<file path="src/pkg/door_alarm_params.svh">
// constants for the door alarm and parameter entry block
`ifndef DOOR_ALARM_PARAMS_SVH
`define DOOR_ALARM_PARAMS_SVH
// ------------------------------------------------------------
// clock and times
// ------------------------------------------------------------
`define CLK_HZ 40000000
`define DEB_MS 20
`define REP_MS 250
`define BEEP_MS 200
`define DR_SHOW_S 30
`define HOLD_S 3
`define LOCK_SHOW_S 1
`define NAME_SHOW_S 1
`define SEC_PER_MIN 60
// ------------------------------------------------------------
// register offsets and fields
// ------------------------------------------------------------
`define REG_CTRL 8'h00
`define REG_LOCK 8'h04
`define REG_STATUS 8'h08
`define REG_PARAM 8'h40
`define CTRL_BUZZ 0
`define BUZZ_RST 1'b1
// ------------------------------------------------------------
// keys and pin vector positions
// ------------------------------------------------------------
`define KEY_POWER 0
`define KEY_UP 1
`define KEY_DOWN 2
`define KEY_ACCEPT 3
`define KEY_LIGHT 4
`define PIN_DOOR 6
// ------------------------------------------------------------
// parameter indices, in entry order
// ------------------------------------------------------------
`define P_DEF_INT 4'h0
`define P_MAX_DEF 4'h1
`define P_MIN_OFF 4'h2
`define P_DRIP 4'h3
`define P_WIN_DRY 4'h4
`define P_MAX_ON 4'h5
`define P_REST 4'h6
`define P_FB_ON 4'h7
`define P_FB_OFF 4'h8
`define P_SP_FLOOR 4'h9
`define P_SP_CEIL 4'hA
`define P_DEF_END 4'hB
`define P_RELAY4 4'hC
`define P_DOOR_TYPE 4'hD
`define P_LIGHT_SRC 4'hE
`define P_DOOR_DLY 4'hF
// ------------------------------------------------------------
// reset values
// ------------------------------------------------------------
`define RST_DEF_INT 8'h06
`define RST_MAX_DEF 8'h1E
`define RST_MIN_OFF 8'h03
`define RST_DRIP 8'h02
`define RST_WIN_DRY 8'h05
`define RST_MAX_ON 8'h28
`define RST_REST 8'h0A
`define RST_FB_ON 8'h19
`define RST_FB_OFF 8'h05
`define RST_SP_FLOOR 8'h01
`define RST_SP_CEIL 8'h0A
`define RST_DEF_END 8'h05
`define RST_RELAY4 8'h01
`define RST_DOOR_TYPE 8'h01
`define RST_LIGHT_SRC 8'h03
`define RST_DOOR_DLY 8'h01
// ------------------------------------------------------------
// value limits (two's complement)
// ------------------------------------------------------------
`define V_NONE 8'hFF
`define V_ZERO 8'h00
`define V_ONE 8'h01
`define MAX_DEF_INT 8'h18
`define MAX_99 8'h63
`define MAX_15 8'h0F
`define MAX_60 8'h3C
`define MIN_FLOOR 8'hD8
`define MAX_FLOOR 8'h14
`define MAX_CEIL 8'h27
`define MAX_DEF_END 8'h28
`define MAX_RELAY4 8'h04
`define MAX_DOOR_TYPE 8'h03
`define MAX_LIGHT_SRC 8'h03
`define MAX_DOOR_DLY 8'h14
`endif

</file>
<file path="src/pkg/door_alarm_pkg.sv">
// types of the door alarm and parameter entry block
package door_alarm_pkg;
	typedef enum logic [4:0] {
		M_RUN = 5'h01,
		M_HOLD = 5'h02,
		M_NAME = 5'h04,
		M_VALUE = 5'h08,
		M_LOCK = 5'h10
	} mode_t;
	typedef enum logic [2:0] {
		MSG_OFF = 3'h0,
		MSG_TEMP = 3'h1,
		MSG_DOOR = 3'h2,
		MSG_NAME = 3'h3,
		MSG_VALUE = 3'h4,
		MSG_LOCKED = 3'h5
	} msg_t;
	typedef struct packed {
		logic [6:0] s1;
		logic [6:0] s2;
		logic [6:0] samp;
		logic [6:0] stab;
		logic [6:0] prev;
		logic [25:0] dcnt;
		logic [25:0] scnt;
		logic [25:0] bcnt;
		logic [25:0] rcnt;
		logic [27:0] mcnt;
		logic door;
		logic dr;
		logic alarm;
		logic sil;
		logic [10:0] open_s;
		logic [4:0] beep_s;
		mode_t mode;
		logic [3:0] idx;
		logic [7:0] edit;
		logic unit_on;
		logic lkey;
		logic light;
		logic rl4;
		logic buzz;
		logic buzz_fit;
		logic [15:0] lock;
		logic [15:0][7:0] prm;
		msg_t msg;
		logic [7:0] dval;
		logic dflash;
		logic ledf;
		logic awv;
		logic [7:0] awa;
		logic wv;
		logic [31:0] wd;
		logic [3:0] ws;
		logic bv;
		logic [1:0] br;
		logic rv;
		logic [31:0] rd;
		logic [1:0] rr;
	} st_t;
endpackage

</file>
<file path="src/verilog/door_alarm_and_param_entry.sv">
// door alarm supervisor and keypad parameter entry with register slave
//
// How it works
// - door open stops the fan at once; light follows light source select.
// - door open 30 s unbroken shows the door message steadily while the unit is on.
// - with buzzer fitted, short beep at message and every 30 s after.
// - past door alarm delay: flash display, buzzer on, compressor off.
// - door alarm delay zero raises the alarm as the door opens.
// - any key press silences an active door alarm.
// - door closing clears the alarm and restores normal operation.
// - door input type 01 contact closes on open, 02 opens on open.
// - unit off, hold up and down, press power, hold 3 s; release aborts.
// - entry flashes key LEDs and first name, then shows stored value.
// - up and down step with auto repeat; accept stores and advances.
// - locked parameter refuses change and shows locked symbol 1 s.
// - defrost interval 0 to 24 h, 0 manual only, -01 none.
// - max defrost time 0 to 99 min, -01 unlimited.
// - compressor off time and drip time 0 to 15 min.
// - window dry time 0 to 60 min, zero unlimited.
// - max compressor run 0 to 99 min, zero disables protection.
// - rest after run protection 0 to 99 min.
// - fallback on 1 to 99 min, fallback off 1 to 60 min.
// - setpoint floor up to 20 C, ceiling floor plus one to 39 C.
// - defrost end temperature 0 to 40 C.
// - relay four: 00 none, 01 fan with compressor, 02 fan always.
// - door alarm delay 0 to 20 min in minute steps.
// - light by door for 01, by keypad for 02, by both for 03.
`include "door_alarm_params.svh"
`timescale 1ns/1ps
`default_nettype none
module door_alarm_and_param_entry #(
	parameter int SEC_CYC = `CLK_HZ,
	parameter int DEB_CYC = `CLK_HZ / 1000 * `DEB_MS,
	parameter int REP_CYC = `CLK_HZ / 1000 * `REP_MS,
	parameter int BEEP_CYC = `CLK_HZ / 1000 * `BEEP_MS
) (
	// clock, reset, enable
	input wire logic clk_sys,
	input wire logic rstn,
	input wire logic ce,
	// pins and regulation demand
	input wire logic door_pin,
	input wire logic [5:0] key_pin,
	input wire logic comp_demand,
	// loads and panel
	output logic fan_stop,
	output logic comp_off,
	output logic light_on,
	output logic relay4_on,
	output logic buzzer,
	output logic unit_on,
	output door_alarm_pkg::msg_t disp_msg,
	output logic [7:0] disp_value,
	output logic disp_flash,
	output logic led_flash,
	// axi4-lite slave
	input wire logic [7:0] s_axi_awaddr,
	input wire logic s_axi_awvalid,
	output logic s_axi_awready,
	input wire logic [31:0] s_axi_wdata,
	input wire logic [3:0] s_axi_wstrb,
	input wire logic s_axi_wvalid,
	output logic s_axi_wready,
	output logic [1:0] s_axi_bresp,
	output logic s_axi_bvalid,
	input wire logic s_axi_bready,
	input wire logic [7:0] s_axi_araddr,
	input wire logic s_axi_arvalid,
	output logic s_axi_arready,
	output logic [31:0] s_axi_rdata,
	output logic [1:0] s_axi_rresp,
	output logic s_axi_rvalid,
	input wire logic s_axi_rready
);
	import door_alarm_pkg::*;
	localparam int HOLD_CYC = `HOLD_S * SEC_CYC;
	localparam int NAME_CYC = `NAME_SHOW_S * SEC_CYC;
	localparam int LOCK_CYC = `LOCK_SHOW_S * SEC_CYC;
	localparam logic [15:0][7:0] PRM_RST = {`RST_DOOR_DLY,
		`RST_LIGHT_SRC, `RST_DOOR_TYPE, `RST_RELAY4, `RST_DEF_END,
		`RST_SP_CEIL, `RST_SP_FLOOR, `RST_FB_OFF, `RST_FB_ON, `RST_REST,
		`RST_MAX_ON, `RST_WIN_DRY, `RST_DRIP, `RST_MIN_OFF,
		`RST_MAX_DEF, `RST_DEF_INT};

	st_t st_reg;
	st_t st_next;
	logic tick;
	logic [6:0] press;
	logic door_now;
	logic up_k;
	logic dn_k;
	logic do_step;
	logic [10:0] alarm_s;

	// ------------------------------------------------------------
	// value limits
	// ------------------------------------------------------------
	function automatic logic signed [7:0] lo_f(input logic [3:0] i,
		input logic signed [7:0] floor_v);
		unique case (i)
			`P_DEF_INT, `P_MAX_DEF: lo_f = `V_NONE;
			`P_FB_ON, `P_FB_OFF: lo_f = `V_ONE;
			`P_SP_FLOOR: lo_f = `MIN_FLOOR;
			`P_SP_CEIL: lo_f = 8'(floor_v + 8'sh01);
			`P_LIGHT_SRC: lo_f = `V_ONE;
			default: lo_f = `V_ZERO;
		endcase
	endfunction

	function automatic logic signed [7:0] hi_f(input logic [3:0] i);
		unique case (i)
			`P_DEF_INT: hi_f = `MAX_DEF_INT;
			`P_MAX_DEF, `P_MAX_ON, `P_REST: hi_f = `MAX_99;
			`P_MIN_OFF, `P_DRIP: hi_f = `MAX_15;
			`P_WIN_DRY: hi_f = `MAX_60;
			`P_FB_ON: hi_f = `MAX_99;
			`P_FB_OFF: hi_f = `MAX_60;
			`P_SP_FLOOR: hi_f = `MAX_FLOOR;
			`P_SP_CEIL: hi_f = `MAX_CEIL;
			`P_DEF_END: hi_f = `MAX_DEF_END;
			`P_RELAY4: hi_f = `MAX_RELAY4;
			`P_DOOR_TYPE: hi_f = `MAX_DOOR_TYPE;
			`P_LIGHT_SRC: hi_f = `MAX_LIGHT_SRC;
			default: hi_f = `MAX_DOOR_DLY;
		endcase
	endfunction

	function automatic logic [7:0] clamp_f(input logic [3:0] i,
		input logic signed [7:0] v, input logic signed [7:0] floor_v);
		logic signed [7:0] l;
		logic signed [7:0] h;
		l = lo_f(i, floor_v);
		h = hi_f(i);
		clamp_f = (v < l) ? l : ((v > h) ? h : v);
	endfunction

	// ------------------------------------------------------------
	// next state
	// ------------------------------------------------------------
	assign tick = st_reg.scnt == 26'(SEC_CYC - 1);
	assign press = st_reg.stab & ~st_reg.prev;
	assign up_k = st_reg.stab[`KEY_UP];
	assign dn_k = st_reg.stab[`KEY_DOWN];
	assign alarm_s = 11'(st_reg.prm[`P_DOOR_DLY] * `SEC_PER_MIN);

	always_comb begin
		st_next = st_reg;
		do_step = 1'b0;
		st_next.s1 = {door_pin, key_pin};
		st_next.s2 = st_reg.s1;
		st_next.prev = st_reg.stab;
		// a level is taken only after two equal samples a period apart
		if (st_reg.dcnt == 26'(DEB_CYC - 1)) begin
			st_next.dcnt = '0;
			st_next.samp = st_reg.s2;
			st_next.stab = (st_reg.stab & (st_reg.samp ^ st_reg.s2))
				| (st_reg.s2 & ~(st_reg.samp ^ st_reg.s2));
		end else begin
			st_next.dcnt = st_reg.dcnt + 26'h1;
		end
		st_next.scnt = tick ? '0 : st_reg.scnt + 26'h1;
		if (st_reg.bcnt != '0) begin
			st_next.bcnt = st_reg.bcnt - 26'h1;
		end
		// door contact sense
		unique case (st_reg.prm[`P_DOOR_TYPE])
			8'h01: door_now = st_reg.stab[`PIN_DOOR];
			8'h02: door_now = ~st_reg.stab[`PIN_DOOR];
			default: door_now = 1'b0;
		endcase
		if (door_now && !st_reg.door) begin
			st_next.door = 1'b1;
			st_next.open_s = '0;
			st_next.beep_s = '0;
			st_next.alarm = st_reg.prm[`P_DOOR_DLY] == 8'h00;
			st_next.sil = 1'b0;
		end else if (!door_now) begin
			st_next.door = 1'b0;
			st_next.dr = 1'b0;
			st_next.alarm = 1'b0;
			st_next.sil = 1'b0;
		end else if (tick) begin
			if (st_reg.open_s != 11'h7FF) begin
				st_next.open_s = st_reg.open_s + 11'h1;
			end
			st_next.beep_s = st_reg.beep_s + 5'h1;
			if (st_reg.beep_s == 5'(`DR_SHOW_S - 1)) begin
				st_next.beep_s = '0;
				st_next.dr = 1'b1;
				st_next.bcnt = 26'(BEEP_CYC);
			end
			if (st_reg.open_s + 11'h1 >= alarm_s) begin
				st_next.alarm = 1'b1;
			end
		end
		if (st_reg.alarm && press[5:0] != '0) begin
			st_next.sil = 1'b1;
		end
		if (press[`KEY_LIGHT]) begin
			st_next.lkey = ~st_reg.lkey;
		end
		// ------------------------------------------------------------
		// parameter entry
		// ------------------------------------------------------------
		unique case (st_reg.mode)
			M_RUN: begin
				if (press[`KEY_POWER] && up_k && dn_k && !st_reg.unit_on) begin
					st_next.mode = M_HOLD;
					st_next.mcnt = '0;
				end else if (press[`KEY_POWER]) begin
					st_next.unit_on = ~st_reg.unit_on;
				end
			end
			M_HOLD: begin
				if (!(st_reg.stab[`KEY_POWER] && up_k && dn_k)) begin
					st_next.mode = M_RUN;
				end else if (st_reg.mcnt == 28'(HOLD_CYC - 1)) begin
					st_next.mode = M_NAME;
					st_next.idx = `P_DEF_INT;
					st_next.mcnt = '0;
				end else begin
					st_next.mcnt = st_reg.mcnt + 28'h1;
				end
			end
			M_NAME: begin
				if (st_reg.mcnt == 28'(NAME_CYC - 1)) begin
					st_next.mode = M_VALUE;
					st_next.edit = st_reg.prm[st_reg.idx];
				end else begin
					st_next.mcnt = st_reg.mcnt + 28'h1;
				end
			end
			M_VALUE: begin
				if (press[`KEY_UP] || press[`KEY_DOWN]) begin
					if (st_reg.lock[st_reg.idx]) begin
						st_next.mode = M_LOCK;
						st_next.mcnt = '0;
					end else begin
						do_step = 1'b1;
						st_next.rcnt = 26'(REP_CYC - 1);
					end
				end else if ((up_k ^ dn_k) && !st_reg.lock[st_reg.idx]) begin
					if (st_reg.rcnt == '0) begin
						do_step = 1'b1;
						st_next.rcnt = 26'(REP_CYC - 1);
					end else begin
						st_next.rcnt = st_reg.rcnt - 26'h1;
					end
				end
				if (do_step) begin
					st_next.edit = clamp_f(st_reg.idx, up_k
						? 8'(st_reg.edit + 8'h01) : 8'(st_reg.edit - 8'h01),
						st_reg.prm[`P_SP_FLOOR]);
				end
				if (press[`KEY_ACCEPT]) begin
					st_next.prm[st_reg.idx] = st_reg.edit;
					st_next.mcnt = '0;
					if (st_reg.idx == `P_DOOR_DLY) begin
						st_next.mode = M_RUN;
						st_next.unit_on = 1'b0;
					end else begin
						st_next.mode = M_NAME;
						st_next.idx = st_reg.idx + 4'h1;
					end
				end
			end
			M_LOCK: begin
				if (st_reg.mcnt == 28'(LOCK_CYC - 1)) begin
					st_next.mode = M_VALUE;
				end else begin
					st_next.mcnt = st_reg.mcnt + 28'h1;
				end
			end
		endcase
		// ------------------------------------------------------------
		// loads and display
		// ------------------------------------------------------------
		unique case (st_reg.prm[`P_LIGHT_SRC])
			8'h01: st_next.light = st_next.door;
			8'h02: st_next.light = st_next.lkey;
			8'h03: st_next.light = st_next.door | st_next.lkey;
			default: st_next.light = 1'b0;
		endcase
		unique case (st_reg.prm[`P_RELAY4])
			8'h01: st_next.rl4 = comp_demand & st_next.unit_on
				& ~st_next.alarm & ~st_next.door;
			8'h02: st_next.rl4 = st_next.unit_on & ~st_next.door;
			default: st_next.rl4 = 1'b0;
		endcase
		st_next.buzz = st_reg.buzz_fit & ((st_next.alarm & ~st_next.sil)
			| (st_next.bcnt != '0));
		st_next.ledf = st_next.mode != M_RUN && st_next.mode != M_HOLD;
		st_next.dflash = st_next.ledf
			|| (st_next.alarm && !st_next.sil);
		st_next.dval = '0;
		if (st_next.mode == M_LOCK) begin
			st_next.msg = MSG_LOCKED;
		end else if (st_next.mode == M_NAME) begin
			st_next.msg = MSG_NAME;
			st_next.dval = {4'h0, st_next.idx};
		end else if (st_next.mode == M_VALUE) begin
			st_next.msg = MSG_VALUE;
			st_next.dval = st_next.edit;
		end else if (!st_next.unit_on || st_next.mode == M_HOLD) begin
			st_next.msg = MSG_OFF;
		end else if (st_next.dr || st_next.alarm) begin
			st_next.msg = MSG_DOOR;
		end else begin
			st_next.msg = MSG_TEMP;
		end
		// ------------------------------------------------------------
		// register slave
		// ------------------------------------------------------------
		if (s_axi_awvalid && s_axi_awready) begin
			st_next.awv = 1'b1;
			st_next.awa = s_axi_awaddr;
		end
		if (s_axi_wvalid && s_axi_wready) begin
			st_next.wv = 1'b1;
			st_next.wd = s_axi_wdata;
			st_next.ws = s_axi_wstrb;
		end
		if (st_reg.bv && s_axi_bready) begin
			st_next.bv = 1'b0;
		end
		if (st_reg.awv && st_reg.wv) begin
			st_next.awv = 1'b0;
			st_next.wv = 1'b0;
			st_next.bv = 1'b1;
			st_next.br = 2'h0;
			if (st_reg.awa == `REG_CTRL) begin
				if (st_reg.ws[0]) begin
					st_next.buzz_fit = st_reg.wd[`CTRL_BUZZ];
				end
			end else if (st_reg.awa == `REG_LOCK) begin
				if (st_reg.ws[0]) begin
					st_next.lock[7:0] = st_reg.wd[7:0];
				end
				if (st_reg.ws[1]) begin
					st_next.lock[15:8] = st_reg.wd[15:8];
				end
			end else if (st_reg.awa[7:6] == `REG_PARAM >> 6
				&& st_reg.awa[1:0] == 2'h0) begin
				if (st_reg.ws[0]) begin
					st_next.prm[st_reg.awa[5:2]] = clamp_f(st_reg.awa[5:2],
						st_reg.wd[7:0], st_reg.prm[`P_SP_FLOOR]);
				end
			end else if (st_reg.awa != `REG_STATUS) begin
				st_next.br = 2'h2;
			end
		end
		if (st_reg.rv && s_axi_rready) begin
			st_next.rv = 1'b0;
		end
		if (s_axi_arvalid && s_axi_arready) begin
			st_next.rv = 1'b1;
			st_next.rr = 2'h0;
			st_next.rd = '0;
			if (s_axi_araddr == `REG_CTRL) begin
				st_next.rd[`CTRL_BUZZ] = st_reg.buzz_fit;
			end else if (s_axi_araddr == `REG_LOCK) begin
				st_next.rd[15:0] = st_reg.lock;
			end else if (s_axi_araddr == `REG_STATUS) begin
				st_next.rd = {18'h0, st_reg.mode, st_reg.idx, st_reg.unit_on,
					st_reg.sil, st_reg.alarm, st_reg.dr, st_reg.door};
			end else if (s_axi_araddr[7:6] == `REG_PARAM >> 6
				&& s_axi_araddr[1:0] == 2'h0) begin
				st_next.rd[7:0] = st_reg.prm[s_axi_araddr[5:2]];
			end else begin
				st_next.rr = 2'h2;
			end
		end
	end

	always_ff @(posedge clk_sys or negedge rstn) begin
		if (!rstn) begin
			st_reg <= '0;
			st_reg.mode <= M_RUN;
			st_reg.msg <= MSG_OFF;
			st_reg.buzz_fit <= `BUZZ_RST;
			st_reg.prm <= PRM_RST;
		end else if (ce) begin
			st_reg <= st_next;
		end
	end

	// ------------------------------------------------------------
	// outputs
	// ------------------------------------------------------------
	assign fan_stop = st_reg.door;
	assign comp_off = st_reg.alarm;
	assign light_on = st_reg.light;
	assign relay4_on = st_reg.rl4;
	assign buzzer = st_reg.buzz;
	assign unit_on = st_reg.unit_on;
	assign disp_msg = st_reg.msg;
	assign disp_value = st_reg.dval;
	assign disp_flash = st_reg.dflash;
	assign led_flash = st_reg.ledf;
	assign s_axi_awready = ce & ~st_reg.awv & ~st_reg.bv;
	assign s_axi_wready = ce & ~st_reg.wv & ~st_reg.bv;
	assign s_axi_bvalid = st_reg.bv;
	assign s_axi_bresp = st_reg.br;
	assign s_axi_arready = ce & ~st_reg.rv;
	assign s_axi_rvalid = st_reg.rv;
	assign s_axi_rdata = st_reg.rd;
	assign s_axi_rresp = st_reg.rr;
endmodule
`default_nettype wire
</file>
<file path="config.mk">
export PLATFORM = sky130hd
export DESIGN_NAME = door_alarm_and_param_entry
export DESIGN_NICKNAME = d
export VERILOG_FILES = /design/src/pkg/door_alarm_pkg.sv /design/src/verilog/door_alarm_and_param_entry.sv
export VERILOG_INCLUDE_DIRS = /design/src /design/src/pkg
export SDC_FILE = /design/constraint.sdc
export NUM_CORES = 1
export LEC_CHECK = 0
export BUFFER_PORTS_ARGS = -buffer_cell sky130_fd_sc_hd__buf_2
export CAP_MARGIN = 5
export CORE_MARGIN = 2
export CORE_UTILIZATION = 67
export DETAILED_ROUTE_END_ITERATION = 6
export PLACE_DENSITY = 0.9
export RECOVER_POWER = 25
export SYNTH_ARGS = -nofsm -noshare
export SYNTH_HDL_FRONTEND = slang
export SYNTH_SLANG_ARGS = --single-unit
</file>
<file path="constraint.sdc">
create_clock -name clk_sys -period 9.5 [get_ports clk_sys]
set_input_delay 1.425 -clock clk_sys [delete_from_list [all_inputs] [get_ports clk_sys]]
set_output_delay 1.425 -clock clk_sys [all_outputs]
set_load 0.05 [all_outputs]
</file>
==> Word-level counts from Yosys, hierarchy flattened <==
Memories as Yosys holds them, arrays and structs flattened.
Index checks and enable logic that the tools add are counted.
{ "word_totals": {"ff_bits": 450, "mem_bits_ro": 224, "in_bits": 68, "out_inout_bits": 60, "elab_cells": 362, "mem_count": 2} }
{ "memory_table": {"columns": ["memory", "depth", "width", "read_ports", "rd_clocked_by_memory_dff", "wr", "line_no", "source"], "rows": [
  ["(no name shown)", 16, 7, 1, 0, 0, "door_alarm_and_param_entry.sv:111", "unique case (i)"],
  ["(no name shown)", 16, 7, 1, 0, 0, "door_alarm_and_param_entry.sv:111", null]
]} }
{ "classes": {"n_addsub": 11, "mul": 1, "n_lt_le_gt_ge": 10, "eq_ne": 49, "muxes": 131, "bitwise_logic": 32, "reduce_logical": 69} }
{ "ops": {"columns": ["operator", "n"], "rows": [
  ["$mux W128", 7],
  ["$mux W26", 11],
  ["$bwmux W128", 2],
  ["$mux W8", 29],
  ["$mux W28", 7],
  ["$pmux W28 S4", 1],
  ["$bmux W8 S4", 2],
  ["$demux W8 S4", 2],
  ["$pmux W8 S4", 2],
  ["$add A26 B1 Y26 const B", 2],
  ["$reduce_bool A26 Y1", 2],
  ["$sub A26 B1 Y26 const B", 2],
  ["$mux W16", 3],
  ["$mux W37", 1],
  ["$eq A4 B4 Y1 const B", 9],
  ["$mux W35", 1],
  ["$eq A8 B2 Y1 const B", 4],
  ["$mux W31", 1],
  ["$mux W5", 6],
  ["$add A28 B1 Y28 const B", 1],
  ["$eq A28 B26 Y1 const B", 1],
  ["$eq A28 B27 Y1 const B", 1],
  ["$mux W9", 3],
  ["$eq A26 B20 Y1 const B", 1],
  ["69 further kinds", 202]
]} }

==> Longest topological paths before layout <==
{ "depth": {"ltp_word": 17, "depth_mapped": 19, "depth_no_buf": 18} }

==> Worst setup path after synthesis <==
OpenSTA, ideal clock, no wires.
{ "synth_path": {"path_kind": "input port to output port", "startpoint": "input ce", "endpoint": "output s_axi_arready", "t_arrival_ns": 2.880, "required_ns": 8.075, "path_slack_ns": 5.195, "stages": 5, "path_buffers": 3, "path_cell_list": "clkbuf_1 -> inv_1 -> clkbuf_1 -> clkbuf_1 -> nor2_1"} }
{ "synth_via": {"elab_chain_len": 1} }
{ "synth_lines": {"columns": ["element", "line_no", "source"], "rows": [
  ["from (decl)", "door_alarm_and_param_entry.sv:40", "input wire logic ce,"],
  ["$and A1 B1 Y1", "door_alarm_and_param_entry.sv:404", "assign s_axi_arready = ce & ~st_reg.rv;"],
  ["to (decl)", "door_alarm_and_param_entry.sv:69", "output logic s_axi_arready,"]
]} }
Every way passes these cells.

==> Final worst setup path <==
{ "layout_path": {"startpoint": "input ce", "endpoint": "register st_reg[269] (netlist name)"} }
{ "layout_via": {"elab_chain_len": 1} }
{ "layout_lines": {"columns": ["element", "line_no", "source"], "rows": [
  ["$reduce_and A4 Y1 (no line)", null, null],
  ["to (signal assigned)", "door_alarm_and_param_entry.sv:383", "st_reg <= st_next;"],
  ["to (decl)", "door_alarm_and_param_entry.sv:85", "st_t st_reg;"]
]} }
Every way passes these cells.
A chain may end at the register's enable or synchronous reset.

==> results_dict.tcl <==
set metrics [dict create \
    status "finished, violations left" \
    violations "design-rule violations, max-capacitance violations, max-slew violations" \
    cpMostUsedCell "clkbuf_1" \
    initial_utilization_pct 68.2 \
    rsz0062_at_grt "no" \
    drtAntennaViolNets 0 \
    rows 70 \
    drt_iter0_drc 3435 \
    first_pass_iters 7 \
    skew_ns 0.0124 \
    wl_per_cell_um 23.9 \
    fin_crit_sh_pct 64.9 \
    synth_top_cell_by_area "dfrtp_1" \
    syn_area_per_cell_um2 9.78 \
    ys_ff_latch 414 \
    wl_met3_mm 8.48 \
    coreArea_um2 36600 \
    setup_viol 0 \
    gp_congestion 1.10 \
    cts_tree "yes" \
    grtUsageTotal_pct 38.3 \
    fin_crit_ns 6.16 \
    port_buffers 91 \
    clock-sinks 414 \
    maxCapViolCount 6 \
    finalHoldViolCount 0 \
    critPathKind "primary input to register" \
    route.met2.wl_mm 33.9 \
    ios 128 \
    whs_ns 0.479 \
    hp-class "register to register" \
    cts_buffers 43 \
    insertion_delay_ns 0.58 \
    endpoint_kind "register" \
    yosysSeqAreaShare_pct 41.7 \
    async_flop_share_pct 100 \
    vias 21900 \
    clockBufferDepth 3 \
    hpwlAfterDp_mm 50.3 \
    fmax_ghz 0.162 \
    fin_area_um2 26900 \
    power.density_nw_per_um2 220 \
    synth_edf_count 0 \
    viasPerCell 7.13 \
    dieArea_um2 38800 \
    cts_resized 0 \
    crit_chain "clkbuf_1, clkbuf_1, nand3_1, a31o_2, or2_2, o21ai_0" \
    synth_common_cells "dfrtp_1 (382), nor2_1 (244), nand2_1 (218)" \
    drv_slew 437 \
    grt_overflow_total 0 \
    htree_levels 2 \
    nets 2718 \
    yosys.cell_types.count 87 \
    peakVddDrop_mv 0.349 \
    placed_area_um2 25500 \
    yosysMostFrequentCell "dfrtp_1" \
    fin_ws_ns 3.34 \
    leakagePower_nw 11.6 \
    first_global_vias 21900 \
    ctsHoldBuffers 0 \
    syn_area_um2 25000 \
    crit_required_ns 10.00 \
    crit_fanout 57 \
    synthFlopType "dfrtp_1" \
    die_y_um 197 \
    postCtsSetupBuffers 0 \
    antenna_found_initial 4 \
    cp_data_arrival_time_ns 6.66 \
    dp_slack_ns 4.88 \
    setup_tns_ns 0 \
    power.total_mw 5.91 \
    wl_met1_mm 26.0 \
    top_layer "met5" \
    drc 31 \
    area_growth_pct 7.75 \
    cts_root_buffer "clkbuf_16" \
    grt_pass1_wl_mm 116 \
    largest_reg_flops 361 \
    slew_headroom_pct -157 \
    totalWireLength_mm 73.5 \
    grt_start_max_net_pins 158 \
    fp.dieW_um 197 \
    yosys.area.top_type_share_pct 38.3 \
    ys_warn_count 0 \
    tightest_slew_ns 3.86 \
    postSynthCellCount 2551 \
    start_kind "primary input" \
    slowest_delay_ns 2.07 \
    clk_pin_slew_ns 0.06 \
    synthTopCellsByArea "dfrtp_1 (38%), mux4_2 (7.7%), a222oi_1 (3.8%), o21ai_0 (3.7%), nor2_1 (3.7%)" \
    drive_gt1_share_pct 15.6 \
    slowest_stage "clkbuf_1" \
]
==> path summary, 6_finish.rpt <==
path,startpoint,to,slack (ns),cells past startpoint
min,s_axi_bresp[1],s_axi_bresp[1],0.48,2
min in group asynchronous,rstn,s_axi_rdata[13],0.91,1
max reg2reg,st_reg[256],disp_value[3],4.67,14
max,ce,st_reg[269],3.34,6
min reg2reg,s_axi_bresp[1],s_axi_bresp[1],0.48,2
max in group asynchronous,rstn,st_reg[255],4.08,2
==> through the flow <==
step                      std cells  util [%]
after floorplan                2568         -
after global placement         2990      69.8
after detailed placement       2990      69.8
after CTS                      3068      73.5
after global routing           3068      73.5
final                          3070      73.5
==> worst max-delay path, delay by kind of cell <==
| family | cells | cell delay, ns |
|---|---|---|
| simple gates | 2 | 1.17 |
| compound gates | 2 | 0.77 |
| buf+inv | 2 | 3.27 |
==> kinds of logic (layout without fill, tap and decap cells) <==
group	after synthesis	after routing	share of synthesized area, %
buffers and inverters	338	370	5.84
other	1	20	0.0150
AO/OA/AOI/OAI	562	562	15.5
multiplexers	163	163	11.1
AND/OR/NAND/NOR	869	869	17.1
adder cells (fa/ha/maj)	83	83	4.52
flip-flops	414	414	41.7
XOR/XNOR	121	121	4.25
==> routing by layer <==
| metal | up-vias | GRT usage, % |
|---|---|---|
| met3 | 381 | 11.2 |
| met4 | 6 | 24.0 |
| met2 | 1498 | 59.8 |
| li1 | 9357 | - |
| met5 | - | 0 |
| met1 | 10600 | 47.0 |
==> report_power, final <==
part           internal [mW]  switching (mW)  leakage (nW)
sequential              1.96           0.275          4.99
clock                  0.960           0.726         0.678
combinational          0.666            1.32          5.96
total                   3.59            2.32          11.6
==> area by class of cell <==
cell class,count,area [um2]
sequential,414,10400
clock buffer,66,1280
multi-input combinational,1816,13200
fill,2433,9710
clock inverter,12,93.8
antenna,2,5.00
inverter,169,634
timing repair buffer,123,683
tap,468,586
==> cells in the final DEF (no fill, tap or decap), types with 19 or more instances in the layout <==
cell type    n
buf_2       89
nand4_1     38
inv_1      168
o21ai_0    185
clkbuf_1    19
and3_1      31
xnor2_1     81
nor4_1      29
mux4_2      85
a221oi_1    33
nor3_1      50
a222oi_1    96
nor2b_1     29
mux2_2      62
buf_4       26
nand2b_1    30
a21oi_1     79
nand2_1    218
or3_1       21
clkbuf_16   45
nand3_1     86
nor2_1     243
xor2_1      40
ha_1        71
dfstp_2     32
dfrtp_1    380
Note: power is estimated with default switching activity, not from simulation.
